File: config.mk
export PLATFORM = sky130hd
export DESIGN_NAME = urtx_core
export DESIGN_NICKNAME = d
export VERILOG_FILES = /design/src/hdl/urtx_core.v
export VERILOG_INCLUDE_DIRS = /design/src /design/src/hdl
export SDC_FILE = /design/constraint.sdc
export NUM_CORES = 1
export LEC_CHECK = 0
export BUFFER_PORTS_ARGS = -buffer_cell sky130_fd_sc_hd__buf_2
export CELL_PAD_IN_SITES_DETAIL_PLACEMENT = 0
export CELL_PAD_IN_SITES_GLOBAL_PLACEMENT = 1
export CORE_ASPECT_RATIO = 0.5
export CORE_MARGIN = 1.5
export CORE_UTILIZATION = 51
export CTS_BUF_LIST = sky130_fd_sc_hd__clkbuf_2
export CTS_CLUSTER_SIZE = 40
export DETAILED_ROUTE_END_ITERATION = 12
export GPL_TIMING_DRIVEN = 0
export PLACE_DENSITY = 0.86
export REMOVE_ABC_BUFFERS = 1
export SETUP_SLACK_MARGIN = 0.05
export SLEW_MARGIN = 20
export SYNTH_ARGS = -nofsm -noshare
export SYNTH_HDL_FRONTEND = slang
export SYNTH_SLANG_ARGS = --single-unit
export TNS_END_PERCENT = 5
File: constraint.sdc
create_clock -name clk_i -period 10.21 [get_ports clk_i]
set_input_delay 1.5315 -clock clk_i [delete_from_list [all_inputs] [get_ports clk_i]]
set_output_delay 1.5315 -clock clk_i [all_outputs]
set_load 0.005 [all_outputs]
File: src/hdl/urtx_defines.vh
/*
 * Register offsets, field positions, reset values and timing constants of the
 * serial transmitter and receiver core.
 * Assumes a classic Wishbone slave with 32-bit data and byte addresses.
 */
`ifndef URTX_DEFINES_VH
`define URTX_DEFINES_VH

// ------------------------------------------------------------------
// Register byte offsets
// ------------------------------------------------------------------
`define URTX_OFF_MODE     6'h00
`define URTX_OFF_STATUS   6'h04
`define URTX_OFF_COMMAND  6'h08
`define URTX_OFF_DATA     6'h0c
`define URTX_OFF_DIV_HI   6'h10
`define URTX_OFF_DIV_LO   6'h14
`define URTX_OFF_CLKSEL   6'h18

// ------------------------------------------------------------------
// Mode register fields
// ------------------------------------------------------------------
`define URTX_MODE_BITS_LSB   0
`define URTX_MODE_PAR_EN     2
`define URTX_MODE_PAR_ODD    3
`define URTX_MODE_PAR_FORCE  4
`define URTX_MODE_STOP2      5
`define URTX_MODE_ERR_BLOCK  6
`define URTX_MODE_CTS_EN     7
`define URTX_MODE_RX_RTS     8
`define URTX_MODE_TX_RTS     9
`define URTX_MODE_FULL_INT   10
`define URTX_MODE_RESET      11'h000

// ------------------------------------------------------------------
// Command register codes, written in bits 2:0; break and RTS bits 3 to 6
// ------------------------------------------------------------------
`define URTX_CMD_NONE        3'h0
`define URTX_CMD_TX_EN       3'h1
`define URTX_CMD_TX_DIS      3'h2
`define URTX_CMD_TX_RST      3'h3
`define URTX_CMD_RX_EN       3'h4
`define URTX_CMD_RX_DIS      3'h5
`define URTX_CMD_RX_RST      3'h6
`define URTX_CMD_ERR_RST     3'h7
`define URTX_CMD_BRK_BIT     3
`define URTX_CMD_BRK_STOP    4
`define URTX_CMD_RTS_SET     5
`define URTX_CMD_RTS_CLR     6

// ------------------------------------------------------------------
// Baud generation
// ------------------------------------------------------------------
`define URTX_DIV_RESET       16'h0002
`define URTX_DIV_MIN         16'h0002
`define URTX_OVERSAMPLE      5'h10
`define URTX_HALF_BIT        4'h8

`endif

File: src/hdl/urtx_core.v
/*
 * Serial transmitter and receiver core: framing, start-bit check, break and
 * error detection, three-deep receive queue and automatic RTS control.
 * Assumes a classic Wishbone master on the system clock and asynchronous
 * serial pins; the external clock pin is sampled like any other pin.
 */
`timescale 1ns/1ps
`include "urtx_defines.vh"

module urtx_core (
	input  wire        clk_i,
	input  wire        rst_i,
	input  wire        ce_i,
	input  wire        wb_cyc_i,
	input  wire        wb_stb_i,
	input  wire        wb_we_i,
	input  wire [5:0]  wb_adr_i,
	input  wire [3:0]  wb_sel_i,
	input  wire [31:0] wb_dat_i,
	output reg  [31:0] wb_dat_o,
	output reg         wb_ack_o,
	output reg         wb_err_o,
	input  wire        rxd_i,
	input  wire        cts_n_i,
	input  wire        ext_clk_i,
	output reg         txd_o,
	output reg         rts_n_o,
	output reg         irq_o
);

	localparam TX_IDLE = 2'h0;
	localparam TX_SHIFT = 2'h1;
	localparam TX_RTS_WAIT = 2'h2;
	localparam RX_HUNT = 3'h0;
	localparam RX_START = 3'h1;
	localparam RX_DATA = 3'h2;
	localparam RX_STOP_HALF = 3'h3;
	localparam RX_RESTART = 3'h4;
	localparam RX_WAIT_HIGH = 3'h5;

	// ------------------------------------------------------------------
	// Pin synchronisers
	// ------------------------------------------------------------------
	reg [1:0] rxd_sync_q;
	reg [1:0] cts_sync_q;
	reg [1:0] ext_sync_q;
	reg       ext_prev_q;
	always @(posedge clk_i) begin
		if (rst_i) begin
			rxd_sync_q <= 2'h3;
			cts_sync_q <= 2'h3;
			ext_sync_q <= 2'h0;
			ext_prev_q <= 1'b0;
		end else if (ce_i) begin
			rxd_sync_q <= {rxd_sync_q[0], rxd_i};
			cts_sync_q <= {cts_sync_q[0], cts_n_i};
			ext_sync_q <= {ext_sync_q[0], ext_clk_i};
			ext_prev_q <= ext_sync_q[1];
		end
	end
	wire rxd = rxd_sync_q[1];
	wire cts_ok = ~cts_sync_q[1];

	// ------------------------------------------------------------------
	// Registers
	// ------------------------------------------------------------------
	reg [10:0] mode_reg_one_q;
	reg [7:0]  divisor_high_byte_q;
	reg [7:0]  divisor_low_byte_q;
	reg        clk_ext_q;
	reg        tx_en_q;
	reg        rx_en_q;
	reg        brk_q;
	reg        rts_q;
	wire [1:0] nbits = mode_reg_one_q[`URTX_MODE_BITS_LSB+1:`URTX_MODE_BITS_LSB];
	wire       par_en = mode_reg_one_q[`URTX_MODE_PAR_EN];
	wire       par_odd = mode_reg_one_q[`URTX_MODE_PAR_ODD];
	wire       par_force = mode_reg_one_q[`URTX_MODE_PAR_FORCE];
	wire       stop2 = mode_reg_one_q[`URTX_MODE_STOP2];
	wire       blk_mode = mode_reg_one_q[`URTX_MODE_ERR_BLOCK];
	wire [3:0] dbits = {2'h0, nbits} + 4'h5;

	// Parity of the data bits, or forced to the odd/even select bit.
	function par_of;
		input [7:0] d;
		input       odd;
		input       force_;
		begin
			par_of = force_ ? odd : (^d) ^ odd;
		end
	endfunction

	// ------------------------------------------------------------------
	// Baud tick: 16x tick every divisor*2 clocks, or on each rising edge of the external clock pin; bit every 16 ticks
	// ------------------------------------------------------------------
	reg [16:0] baud_cnt_q;
	reg        tick16_q;
	wire [15:0] divisor = {divisor_high_byte_q, divisor_low_byte_q};
	wire [15:0] div_reset = `URTX_DIV_RESET;
	always @(posedge clk_i) begin
		if (rst_i) begin
			baud_cnt_q <= 17'h00000;
			tick16_q <= 1'b0;
		end else if (ce_i) begin
			if (clk_ext_q) begin
				tick16_q <= ext_sync_q[1] & ~ext_prev_q;
			end else if (baud_cnt_q >= {divisor, 1'b0} - 17'h00001) begin
				baud_cnt_q <= 17'h00000;
				tick16_q <= 1'b1;
			end else begin
				baud_cnt_q <= baud_cnt_q + 17'h00001;
				tick16_q <= 1'b0;
			end
		end
	end

	// ------------------------------------------------------------------
	// Bus decode
	// ------------------------------------------------------------------
	wire wb_req = wb_cyc_i & wb_stb_i & ~wb_ack_o & ~wb_err_o;
	wire wr_lo = wb_req & wb_we_i & wb_sel_i[0];
	wire rd_data = wb_req & ~wb_we_i & (wb_adr_i == `URTX_OFF_DATA);
	wire [2:0] cmd = (wr_lo && wb_adr_i == `URTX_OFF_COMMAND) ? wb_dat_i[2:0] : `URTX_CMD_NONE;
	wire cmd_tx_rst = cmd == `URTX_CMD_TX_RST;
	wire cmd_rx_rst = cmd == `URTX_CMD_RX_RST;
	wire load_tx = wr_lo && wb_adr_i == `URTX_OFF_DATA;

	// ------------------------------------------------------------------
	// Transmitter
	// ------------------------------------------------------------------
	reg [1:0]  tx_st_q;
	reg [7:0]  tx_hold_q;
	reg        tx_holding_free_q;
	reg        tx_all_sent_q;
	reg [11:0] tx_sh_q;
	reg [3:0]  tx_left_q;
	reg [3:0]  tx_sub_q;
	wire [7:0] tx_mask = 8'hff >> (4'h8 - dbits);
	wire [7:0] tx_d = tx_hold_q & tx_mask;
	wire [3:0] tx_len = 4'h1 + dbits + {3'h0, par_en} + (stop2 ? 4'h2 : 4'h1);
	wire       tx_go = ~tx_holding_free_q & tx_en_q & ~brk_q &
		(~mode_reg_one_q[`URTX_MODE_CTS_EN] | cts_ok);
	// The frame built LSB first: data, parity, stop ones; the start bit is driven apart.
	wire [11:0] tx_frame = ({4'h0, tx_d} | (par_en ? ({11'h000, par_of(tx_d, par_odd,
		par_force)} << dbits) : 12'h000) | (12'hfff << (dbits + {3'h0, par_en}))) ;
	reg tx_pending_dis_q;
	always @(posedge clk_i) begin
		if (rst_i || (ce_i && cmd_tx_rst)) begin
			tx_st_q <= TX_IDLE;
			tx_holding_free_q <= 1'b1;
			tx_all_sent_q <= 1'b1;
			tx_sh_q <= 12'hfff;
			tx_left_q <= 4'h0;
			tx_sub_q <= 4'h0;
			tx_hold_q <= 8'h00;
			tx_en_q <= 1'b0;
			tx_pending_dis_q <= 1'b0;
			txd_o <= 1'b1;
		end else if (ce_i) begin
			if (cmd == `URTX_CMD_TX_EN) begin
				tx_en_q <= 1'b1;
				tx_pending_dis_q <= 1'b0;
			end else if (cmd == `URTX_CMD_TX_DIS) begin
				tx_en_q <= 1'b0;
				tx_pending_dis_q <= 1'b1;
			end
			if (load_tx && tx_holding_free_q) begin
				tx_hold_q <= wb_dat_i[7:0];
				tx_holding_free_q <= 1'b0;
				tx_all_sent_q <= 1'b0;
			end
			case (tx_st_q)
			TX_IDLE: begin
				txd_o <= ~brk_q;
				if (tx_go && tick16_q) begin
					tx_sh_q <= tx_frame;
					tx_left_q <= tx_len - 4'h1;
					tx_sub_q <= 4'h0;
					txd_o <= 1'b0;
					tx_holding_free_q <= 1'b1;
					tx_st_q <= TX_SHIFT;
				end
			end
			TX_SHIFT: begin
				if (tick16_q) begin
					tx_sub_q <= tx_sub_q + 4'h1;
					if (tx_sub_q == 4'hf) begin
						if (tx_left_q == 4'h0) begin
							txd_o <= 1'b1;
							if (tx_go) begin
								tx_sh_q <= tx_frame;
								tx_left_q <= tx_len - 4'h1;
								txd_o <= 1'b0;
								tx_holding_free_q <= 1'b1;
							end else begin
								tx_all_sent_q <= tx_holding_free_q;
								tx_st_q <= TX_RTS_WAIT;
							end
						end else begin
							txd_o <= tx_sh_q[0];
							tx_sh_q <= {1'b1, tx_sh_q[11:1]};
							tx_left_q <= tx_left_q - 4'h1;
						end
					end
				end
			end
			default: begin
				if (tick16_q) begin
					tx_sub_q <= tx_sub_q + 4'h1;
					if (tx_sub_q == 4'hf) begin
						tx_st_q <= TX_IDLE;
						tx_pending_dis_q <= 1'b0;
					end
				end
			end
			endcase
		end
	end
	wire tx_rts_drop = tx_st_q == TX_RTS_WAIT && tick16_q && tx_sub_q == 4'hf &&
		tx_pending_dis_q && ~tx_en_q && mode_reg_one_q[`URTX_MODE_TX_RTS];

	// ------------------------------------------------------------------
	// Receiver
	// ------------------------------------------------------------------
	reg [2:0]  rx_st_q;
	reg [3:0]  rx_sub_q;
	reg [3:0]  rx_bit_q;
	reg [8:0]  rx_sh_q;
	reg        rx_waiting_q;
	reg [10:0] rx_wait_ent_q;
	reg        rx_break_pend_q;
	reg [10:0] q_mem_q [0:2];
	reg [1:0]  q_cnt_q;
	reg        overrun_q;
	reg [2:0]  blk_err_q;
	reg        rxd_prev_q;
	wire [3:0] rx_total = dbits + {3'h0, par_en};
	wire [7:0] rx_data = par_en ? (rx_sh_q[7:0] >> (4'h8 - dbits)) :
		(rx_sh_q[8:1] >> (4'h8 - dbits));
	wire       rx_par_bad = par_en && (rx_sh_q[8] != par_of(rx_data, par_odd, par_force));
	wire       rx_all_zero = (rx_data == 8'h00) && !(par_en && rx_sh_q[8]);
	wire       q_full = q_cnt_q == 2'h3;
	wire       pop = rd_data && q_cnt_q != 2'h0;
	wire       push = rx_waiting_q && (!q_full || pop);
	wire [1:0] q_after_pop = pop ? q_cnt_q - 2'h1 : q_cnt_q;
	wire [7:0] rx_data_ext = rx_data;
	wire [7:0] rx_char = rx_data_ext;
	wire       start_ok = rx_st_q == RX_START && tick16_q && rx_sub_q == 4'h7 && !rxd;
	reg [8:0]  rx_shift_nx;
	always @* begin
		rx_shift_nx = {rxd, rx_sh_q[8:1]};
	end
	integer i;
	always @(posedge clk_i) begin
		if (rst_i || (ce_i && cmd_rx_rst)) begin
			rx_st_q <= RX_HUNT;
			rx_sub_q <= 4'h0;
			rx_bit_q <= 4'h0;
			rx_sh_q <= 9'h000;
			rx_waiting_q <= 1'b0;
			rx_wait_ent_q <= 11'h000;
			rx_break_pend_q <= 1'b0;
			q_cnt_q <= 2'h0;
			overrun_q <= 1'b0;
			blk_err_q <= 3'h0;
			rx_en_q <= 1'b0;
			rxd_prev_q <= 1'b1;
			for (i = 0; i < 3; i = i + 1) begin
				q_mem_q[i] <= 11'h000;
			end
		end else if (ce_i) begin
			rxd_prev_q <= rxd;
			if (cmd == `URTX_CMD_RX_EN) begin
				rx_en_q <= 1'b1;
			end else if (cmd == `URTX_CMD_RX_DIS) begin
				rx_en_q <= 1'b0;
			end
			if (cmd == `URTX_CMD_ERR_RST) begin
				blk_err_q <= 3'h0;
				overrun_q <= 1'b0;
			end
			// Queue shift: pop moves entries toward the head.
			if (pop) begin
				q_mem_q[0] <= q_mem_q[1];
				q_mem_q[1] <= q_mem_q[2];
				if (blk_mode && q_cnt_q > 2'h1) begin
					blk_err_q <= blk_err_q | q_mem_q[1][10:8];
				end
			end
			if (push) begin
				q_mem_q[q_after_pop] <= rx_wait_ent_q;
				rx_waiting_q <= 1'b0;
				if (blk_mode && q_after_pop == 2'h0) begin
					blk_err_q <= blk_err_q | rx_wait_ent_q[10:8];
				end
			end
			q_cnt_q <= q_after_pop + {1'b0, push};
			case (rx_st_q)
			RX_HUNT: begin
				if (rx_en_q && rxd_prev_q && !rxd) begin
					rx_st_q <= RX_START;
					rx_sub_q <= 4'h0;
				end
			end
			RX_START: begin
				if (tick16_q) begin
					rx_sub_q <= rx_sub_q + 4'h1;
					if (rxd) begin
						rx_st_q <= RX_HUNT;
					end else if (rx_sub_q == 4'h7) begin
						rx_st_q <= RX_DATA;
						rx_sub_q <= 4'h0;
						rx_bit_q <= 4'h0;
						if (rx_waiting_q && q_full && !pop) begin
							rx_waiting_q <= 1'b0;
							overrun_q <= 1'b1;
						end
					end
				end
			end
			RX_DATA: begin
				if (tick16_q) begin
					rx_sub_q <= rx_sub_q + 4'h1;
					if (rx_sub_q == 4'hf) begin
						rx_bit_q <= rx_bit_q + 4'h1;
						if (rx_bit_q == rx_total) begin
							// Stop sample at mid-point.
							rx_waiting_q <= 1'b1;
							rx_wait_ent_q <= {rx_all_zero && !rxd, !rxd, rx_par_bad,
								rx_all_zero && !rxd ? 8'h00 : rx_char};
							rx_sub_q <= 4'h0;
							if (!rxd && rx_all_zero) begin
								rx_st_q <= RX_WAIT_HIGH;
							end else if (!rxd) begin
								rx_break_pend_q <= 1'b1;
								rx_st_q <= RX_RESTART;
							end else begin
								rx_st_q <= RX_HUNT;
							end
						end else begin
							rx_sh_q <= rx_shift_nx;
						end
					end
				end
			end
			RX_RESTART: begin
				if (tick16_q) begin
					rx_sub_q <= rx_sub_q + 4'h1;
					if (rxd) begin
						rx_st_q <= RX_HUNT;
						rx_break_pend_q <= 1'b0;
					end else if (rx_sub_q == 4'h7) begin
						rx_st_q <= RX_DATA;
						rx_sub_q <= 4'h0;
						rx_bit_q <= 4'h0;
						rx_sh_q <= 9'h000;
					end
				end
			end
			RX_WAIT_HIGH: begin
				if (tick16_q) begin
					rx_sub_q <= rxd ? rx_sub_q + 4'h1 : 4'h0;
					if (rxd && rx_sub_q == `URTX_HALF_BIT - 4'h1) begin
						rx_st_q <= RX_HUNT;
						rx_break_pend_q <= 1'b0;
					end
				end
			end
			default: begin
				rx_st_q <= RX_HUNT;
			end
			endcase
		end
	end

	// ------------------------------------------------------------------
	// Status, RTS and register access
	// ------------------------------------------------------------------
	wire [2:0] head_err = q_cnt_q != 2'h0 ? q_mem_q[0][10:8] : 3'h0;
	wire [2:0] show_err = blk_mode ? blk_err_q : head_err;
	wire [7:0] status_reg = {show_err[2], show_err[1], show_err[0], overrun_q,
		tx_all_sent_q, tx_holding_free_q, q_full, q_cnt_q != 2'h0};
	always @(posedge clk_i) begin
		if (rst_i) begin
			mode_reg_one_q <= `URTX_MODE_RESET;
			divisor_high_byte_q <= div_reset[15:8];
			divisor_low_byte_q <= div_reset[7:0];
			clk_ext_q <= 1'b0;
			brk_q <= 1'b0;
			rts_q <= 1'b0;
			rts_n_o <= 1'b1;
			irq_o <= 1'b0;
			wb_ack_o <= 1'b0;
			wb_err_o <= 1'b0;
			wb_dat_o <= 32'h00000000;
		end else if (ce_i) begin
			wb_ack_o <= 1'b0;
			wb_err_o <= 1'b0;
			wb_dat_o <= 32'h00000000;
			if (cmd_rx_rst) begin
				rts_q <= rts_q & ~mode_reg_one_q[`URTX_MODE_RX_RTS];
			end
			if (wr_lo && wb_adr_i == `URTX_OFF_COMMAND) begin
				if (wb_dat_i[`URTX_CMD_BRK_BIT]) begin
					brk_q <= 1'b1;
				end else if (wb_dat_i[`URTX_CMD_BRK_STOP]) begin
					brk_q <= 1'b0;
				end
				if (wb_dat_i[`URTX_CMD_RTS_SET]) begin
					rts_q <= 1'b1;
				end else if (wb_dat_i[`URTX_CMD_RTS_CLR]) begin
					rts_q <= 1'b0;
				end
			end
			if (tx_rts_drop) begin
				rts_q <= 1'b0;
			end
			if (mode_reg_one_q[`URTX_MODE_RX_RTS]) begin
				if (start_ok && q_full) begin
					rts_q <= 1'b0;
				end else if (!q_full) begin
					rts_q <= 1'b1;
				end
			end
			rts_n_o <= ~rts_q;
			irq_o <= mode_reg_one_q[`URTX_MODE_FULL_INT] ? q_full : q_cnt_q != 2'h0;
			if (wb_req) begin
				if (wb_adr_i == `URTX_OFF_MODE) begin
					wb_ack_o <= 1'b1;
					wb_dat_o <= {21'h000000, mode_reg_one_q};
					if (wb_we_i && wb_sel_i[0]) begin
						mode_reg_one_q[7:0] <= wb_dat_i[7:0];
					end
					if (wb_we_i && wb_sel_i[1]) begin
						mode_reg_one_q[10:8] <= wb_dat_i[10:8];
					end
				end else if (wb_adr_i == `URTX_OFF_STATUS) begin
					wb_ack_o <= 1'b1;
					wb_dat_o <= {24'h000000, status_reg};
				end else if (wb_adr_i == `URTX_OFF_COMMAND) begin
					wb_ack_o <= 1'b1;
				end else if (wb_adr_i == `URTX_OFF_DATA) begin
					wb_ack_o <= 1'b1;
					wb_dat_o <= {21'h000000, q_mem_q[0] & {11{q_cnt_q != 2'h0}}};
				end else if (wb_adr_i == `URTX_OFF_DIV_HI) begin
					wb_ack_o <= 1'b1;
					wb_dat_o <= {24'h000000, divisor_high_byte_q};
					if (wr_lo) begin
						divisor_high_byte_q <= wb_dat_i[7:0];
					end
				end else if (wb_adr_i == `URTX_OFF_DIV_LO) begin
					wb_ack_o <= 1'b1;
					wb_dat_o <= {24'h000000, divisor_low_byte_q};
					if (wr_lo) begin
						divisor_low_byte_q <= wb_dat_i[7:0];
					end
				end else if (wb_adr_i == `URTX_OFF_CLKSEL) begin
					wb_ack_o <= 1'b1;
					wb_dat_o <= {31'h00000000, clk_ext_q};
					if (wr_lo) begin
						clk_ext_q <= wb_dat_i[0];
					end
				end else begin
					wb_err_o <= 1'b1;
				end
			end
		end
	end

endmodule // urtx_core

=== Yosys cells after proc, flatten, opt, wreduce, memory -nomap -nowiden ===
Memories as Yosys holds them, arrays and structs flattened.
Index checks and enable logic that the tools add are counted.

* Flip-flop bits (word level): 166
* Memory bits (writable): 33
* Input port bits: 51
* Output and inout port bits: 37
* Word-level logic and storage cells: 394
* Memories: 1

{| class="wikitable"
|+ Memory list
! name !! depth !! bits a word !! rd ports !! clocked after memory_dff !! wr ports !! line !! RTL
|-
| q_mem_q || 3 || 11 || 3 || 0 || 3 || urtx_core.v:232 || <nowiki>reg [10:0] q_mem_q [0:2];</nowiki>
|}

* Add/subtract/negate cells: 15
* $lt $le $gt $ge: 2
* Eq/ne operators: 45
* Shift-type cells: 5
* Muxes and demuxes: 169
* Bitwise operators: 41
* Reduce and logical (&&, ||, !) cells: 77

{| class="wikitable"
|+ Operators with widths
! kind !! count
|-
| $mux W11 || 8
|-
| $mux W4 || 22
|-
| $mux W1 || 83
|-
| $mux W12 || 6
|-
| $mux W3 || 19
|-
| $mux W9 || 6
|-
| $mux W8 || 4
|-
| $ne A2 B2 Y1 const B || 16
|-
| $logic_and A1 B1 Y1 || 30
|-
| $pmux W12 S2 || 1
|-
| $reduce_and A8 Y1 || 3
|-
| $mux W2 || 10
|-
| $eq A3 B3 Y1 const B || 6
|-
| $eq A6 B5 Y1 const B || 3
|-
| $not A1 Y1 || 18
|-
| $pmux W9 S2 || 1
|-
| $reduce_and A9 Y1 || 2
|-
| $reduce_bool A2 Y1 || 9
|-
| $add A17 B1 Y17 const B || 1
|-
| $ge A17 B17 Y1 || 1
|-
| $mux W17 || 1
|-
| $sub A17 B1 Y17 const B || 1
|-
| $pmux W4 S2 || 2
|-
| $pmux W4 S4 || 1
|-
| other kinds (56) || 100
|}

=== Depth between registers and ports, before layout ===
* Depth in word-level cells: 16
* Mapped depth: 16
* Mapped depth without buffers: 15

=== Least setup slack after synthesis ===
Ideal clock, no wire load.

* Path kind: input-to-reg
* Start point: in wb_adr_i[5]
* End point: mem q_mem_q[0][0] (enable)
* Library setup time: 342 ps
* Data arrival time: 3610 ps
* Required time: 9868 ps
* Path slack: 6258 ps
* Stages: 7
* Path buffers: 2
* Cell sequence: or4_1 > buf_2 > or4_4 > nor2_8 > a21o_1 > buf_4 > a211o_1

{| class="wikitable"
|+ RTL lines
! element !! line !! RTL
|-
| from (decl) || urtx_core.v:17 || <nowiki>input wire [5:0] wb_adr_i,</nowiki>
|-
| to (decl) || urtx_core.v:232 ||
|}

=== Final worst setup path ===
* Start point: reg mode_reg_one_q[0]
* End point: reg rx_wait_ent_q[4]

* Longest elaborated chain between the ends: 8
* Elaborated cells on any way between the ends: 12
* Classes of those cells: 3 x add/sub; 1 x eq/ne; 2 x shift; 2 x mux; 4 x reduce/logical

{| class="wikitable"
|+ Ends and longest elaborated chain
! element !! line !! RTL
|-
| from (decl) || urtx_core.v:67 || <nowiki>reg [10:0] mode_reg_one_q;</nowiki>
|-
| from (signal assigned) || urtx_core.v:385 || <nowiki>mode_reg_one_q <= `URTX_MODE_RESET;</nowiki>
|-
| from (signal assigned) || urtx_core.v:432 || <nowiki>mode_reg_one_q[7:0] <= wb_dat_i[7:0];</nowiki>
|-
| $add A2 B3 Y4 (*) || urtx_core.v:81 || <nowiki>wire [3:0] dbits = {2'h0, nbits} + 4'h5;</nowiki>
|-
| $sub A4 B4 Y4 || urtx_core.v:238, urtx_core.v:239 ||
|-
| $shr A8 B4 Y8 (on tied branches) || urtx_core.v:239, urtx_core.v:238 ||
|-
| $mux W8 || urtx_core.v:238 || <nowiki>wire [7:0] rx_data = par_en ? (rx_sh_q[7:0] >> (4'h8 - dbits)) :</nowiki>
|-
| $logic_not A8 Y1 || urtx_core.v:241 || <nowiki>wire rx_all_zero = (rx_data == 8'h00) && !(par_en && rx_sh_q[8]);</nowiki>
|-
| $logic_and A1 B1 Y1 || urtx_core.v:241 ||
|-
| $logic_and A1 B1 Y1 || urtx_core.v:330 || <nowiki>rx_all_zero && !rxd ? 8'h00 : rx_char};</nowiki>
|-
| $mux W8 || urtx_core.v:330 ||
|-
| to (signal assigned) || urtx_core.v:329 || <nowiki>rx_wait_ent_q <= {rx_all_zero && !rxd, !rxd, rx_par_bad,</nowiki>
|-
| to (decl) || urtx_core.v:230 || <nowiki>reg [10:0] rx_wait_ent_q;</nowiki>
|}

Mark *: on every way between the ends. The rest lies on a longest branch, timed or not.
A chain may end at the register's enable or synchronous reset.

==> metrics.txt <==
status finished, final reports clean; Die H 101.8 um; DRT Wirelength 24710 um; clk sinks 177; Initial Utilization 0.5310; post-route setup TNS 0 ps; Pleak 4.038 nW; CP arrival 5350 ps; Core Area 0.01874 mm2; critical path required time 10880 ps; post-cts gate resize count 0; RSZ-0062 raised after global routing false; Fin Clk Skew 52.41 ps; crit share post-route 0.4583; deepest clock path buffer count 2; critical path type reg -> reg; hold_ws 484.8 ps; Cell Count, Final, Fillers Out 1455; Die ar. 0.02041 mm2; Buf/Inv on CP 2; maxcap violations 0; Post-synth ARST share 0; Worst-path clk slew 300 ps; Cell Chain, Critical Path inv_1 -> ha_1 -> xnor2_1 -> o32ai_1 -> o21ai_0 -> ha_1 -> inv_1 -> a211oi_1 -> nand4_1 -> and2_1 -> nor2b_1 -> a22oi_1 -> nor2_1; DP Area 0.01019 mm2; first-pass GRT wire length 39680 um; Die W 200.6 um; Placer Congestion 0.8484; worst r2r path cells 13; Post-synth EDFFs 33; Root Buffer clkbuf_2; min-delay src wb_dat_o[6]; number of iterations in the first detailed-routing pass 5; Worst setup SP type flip-flop; port bufs 43; CTS tree done; max incr delay on CP 1010 ps; PwrDens 110.7 mW/mm2; Worst VDD drop 0.07576 mV; max frequency 213.7 MHz; via count 8433; cell area after synthesis 0.009953 mm2; Layout Nets 1272; cell count after synthesis 1178; postcts setup bufs 0; post-synthesis average cell area 8.449 um2; All-Layer GR Usage 0.2457; HPWL after DPL 17940 um; total CTS buffers 17; hold buffers post-CTS 0; #FFs+latches synth 177; Critical Path Stages 13; multi-input logic area 0.005642 mm2; Least-Margin Pin Slew 1071 ps; Worst Hold Endpoint wb_dat_o[6]; Min-Delay Path Class reg -> reg; P&R area growth vs syn 4.751%; Max transition margin 0.2808; Final Max Slew Viols 0; most common flop cell mapped by yosys dfxtp_1; crit end category flip-flop; setup slack, reg-to-reg 5530 ps; reg-to-reg critical path endpoint rx_wait_ent_q[4]; largest delay contributor family on the critical path flip-flops; FF/Latch Area 0.003874 mm2; slowest cell on the critical path dfxtp_1; Hold Path Stages 2; clock insertion delay at the later pin of the skew report 780 ps; wire per inst 16.98 um; Warnings, synthesis 0; min Tclk post-route 4679 ps; Cell Rows 35; RR Startpoint mode_reg_one_q[0]; # fillers 1829; antenna violations before repair 1; drt drc 0; Design Power 0.001154 W; H-tree depth 4; via/cell ratio 5.796; vias in the first global route 7615; total grt overflow 0; # IOs 88; Unique masters post-synth 74; Routed Antenna Nets 0; Final Cell Area 0.01043 mm2; sequential share of the synthesized area 0.3892; DP Cell Count 1422; final setup violation count 0; crit-path max FO 19; Initial DRC Count 625; Final Hold Violating Endpoints 0; largest net degree at the start of global routing 65; share of cells above drive strength 1 0.08201
## metal layers
layer	vias to the layer above	global-route usage	wire length (um)
met3	22	0.05502	1512
met4	0	0.05899	242
met1	4068	0.3482	12190
met2	193	0.3825	10770
met5	-	0	0
li1	4150	-	-
## Yosys cell counts (4+ instances only)
cell        n  area [um2]
o21a_1      5       37.54
o21ai_0    56       280.3
nor4_1      7       43.79
o22ai_1    10       62.56
a32oi_1     6       52.55
a21oi_1    74       370.4
xnor2_1    29       254.0
o211ai_1   17       127.6
buf_2       9       45.04
or3_1      16       100.1
nand2b_1   16       100.1
nor2_1    158       593.1
and3_1     13       81.33
inv_1      30       112.6
nand3_1    29       145.1
nor2b_1    26       162.7
nand4_1    10       62.56
a22oi_1    12       90.09
ha_1       36       450.4
buf_1       4       15.01
nor3_2      4       40.04
a211oi_1   11       82.58
nor3_1     29       145.1
a211o_1    11       96.34
a221oi_1    5       43.79
clkbuf_1   40       150.1
a31oi_1     9       56.30
o221ai_1    5       43.79
and2_1     16       100.1
edfxtp_1   33       991.0
buf_4      25       187.7
nand2_1   135       506.7
dfxtp_1   144        2883
a21o_1      8       60.06
or2_2       4       25.02
xor2_1     18       157.7
nand3b_1   10       75.07
mux2i_1    60       600.6
## cell usage in the layout, fill, tap and decap left out, types with 13 or more instances in the layout
master and n:
o21ai_0 56, and3_1 13, nand3_1 29, edfxtp_1 33, nor2_1 158, a21oi_1 72
conb_1 21, nor2b_1 26, inv_1 30, and2_1 17, nand2_1 135, buf_2 42
clkbuf_2 18, nor3_1 29, or3_1 16, ha_1 36, xnor2_1 29, o211ai_1 17
mux2i_1 60, nand2b_1 16, dfxtp_1 144, xor2_1 18
## state kept, by name, summed over array words and instances, names as in the netlist, 2 cells and up
name / count
rxd_sync_q: 2
ext_sync_q: 2
tx_sub_q: 4
q_mem_q: 33
tx_sh_q: 11
tx_st_q: 2
q_cnt_q: 2
rx_sub_q: 4
wb_dat_o: 11
rx_wait_ent_q: 11
cts_sync_q: 2
blk_err_q: 3
mode_reg_one_q: 11
rx_sh_q: 9
divisor_high_byte_q: 8
tx_left_q: 4
rx_bit_q: 4
baud_cnt_q: 17
tx_hold_q: 8
divisor_low_byte_q: 8
rx_st_q: 3
## worst max-delay path by stage
stage,startpoint,to,slack [ps]
6_report,mode_reg_one_q[0],rx_wait_ent_q[4],5530
5_1_grt,mode_reg_one_q[0],rx_wait_ent_q[4],5270
4_1_cts,mode_reg_one_q[0],rx_wait_ent_q[4],5670
3_5_place_dp,ce_i,q_mem_q[1][1],4830
3_3_place_gp,ce_i,q_mem_q[0][8],4490
2_1_floorplan,wb_adr_i[5],q_mem_q[1][0],5590
## worst register-to-register path: cells and delay by family, from the launching register on
family	cells	cell delay [ps]
buffers and inverters	2	450
AOI/OAI and AO/OA	4	1010
xor gates and xnor gates	1	540
and+or+nand+nor	4	760
DFF	1	1010
adders and majority gates	2	840
## stage by stage
step / setup slack (ps) / utilization
floorplan: 5587 / -
global placement: 4495 / 0.5420
detailed placement: 4833 / 0.5437
CTS: 5669 / 0.5561
global route: 5267 / 0.5563
finish: 5531 / 0.5563
## power breakdown
| group | switching, W | leakage [nW] | internal [W] |
|---|---|---|---|
| registers | 0.00000803 | 1.49 | 0.000723 |
| logic | 0.0000408 | 2.40 | 0.0000167 |
| clock network | 0.000286 | 0.141 | 0.0000793 |
| total | 0.000335 | 4.04 | 0.000819 |
## layout make-up
class	count	area share
clock buffer	18	0.008640
timing repair buffer	44	0.02280
clock inverter	14	0.01380
inverter	30	0.01080
multi-input combinational	912	0.5411
antenna	1	0.0002400
tap	259	0.03108
sequential	177	0.3715
## kinds of logic after synthesis
kind of cell / Yosys count / synth area share
compound gates: 254 / 0.1659
mux: 60 / 0.06034
buf+inv: 109 / 0.05242
fa+ha+maj: 39 / 0.05129
simple gates: 491 / 0.2391
flops: 177 / 0.3892
xor+xnor: 47 / 0.04136
other cells: 1 / 0.0003768
No activity file was read; power rests on OpenSTA's default activity.
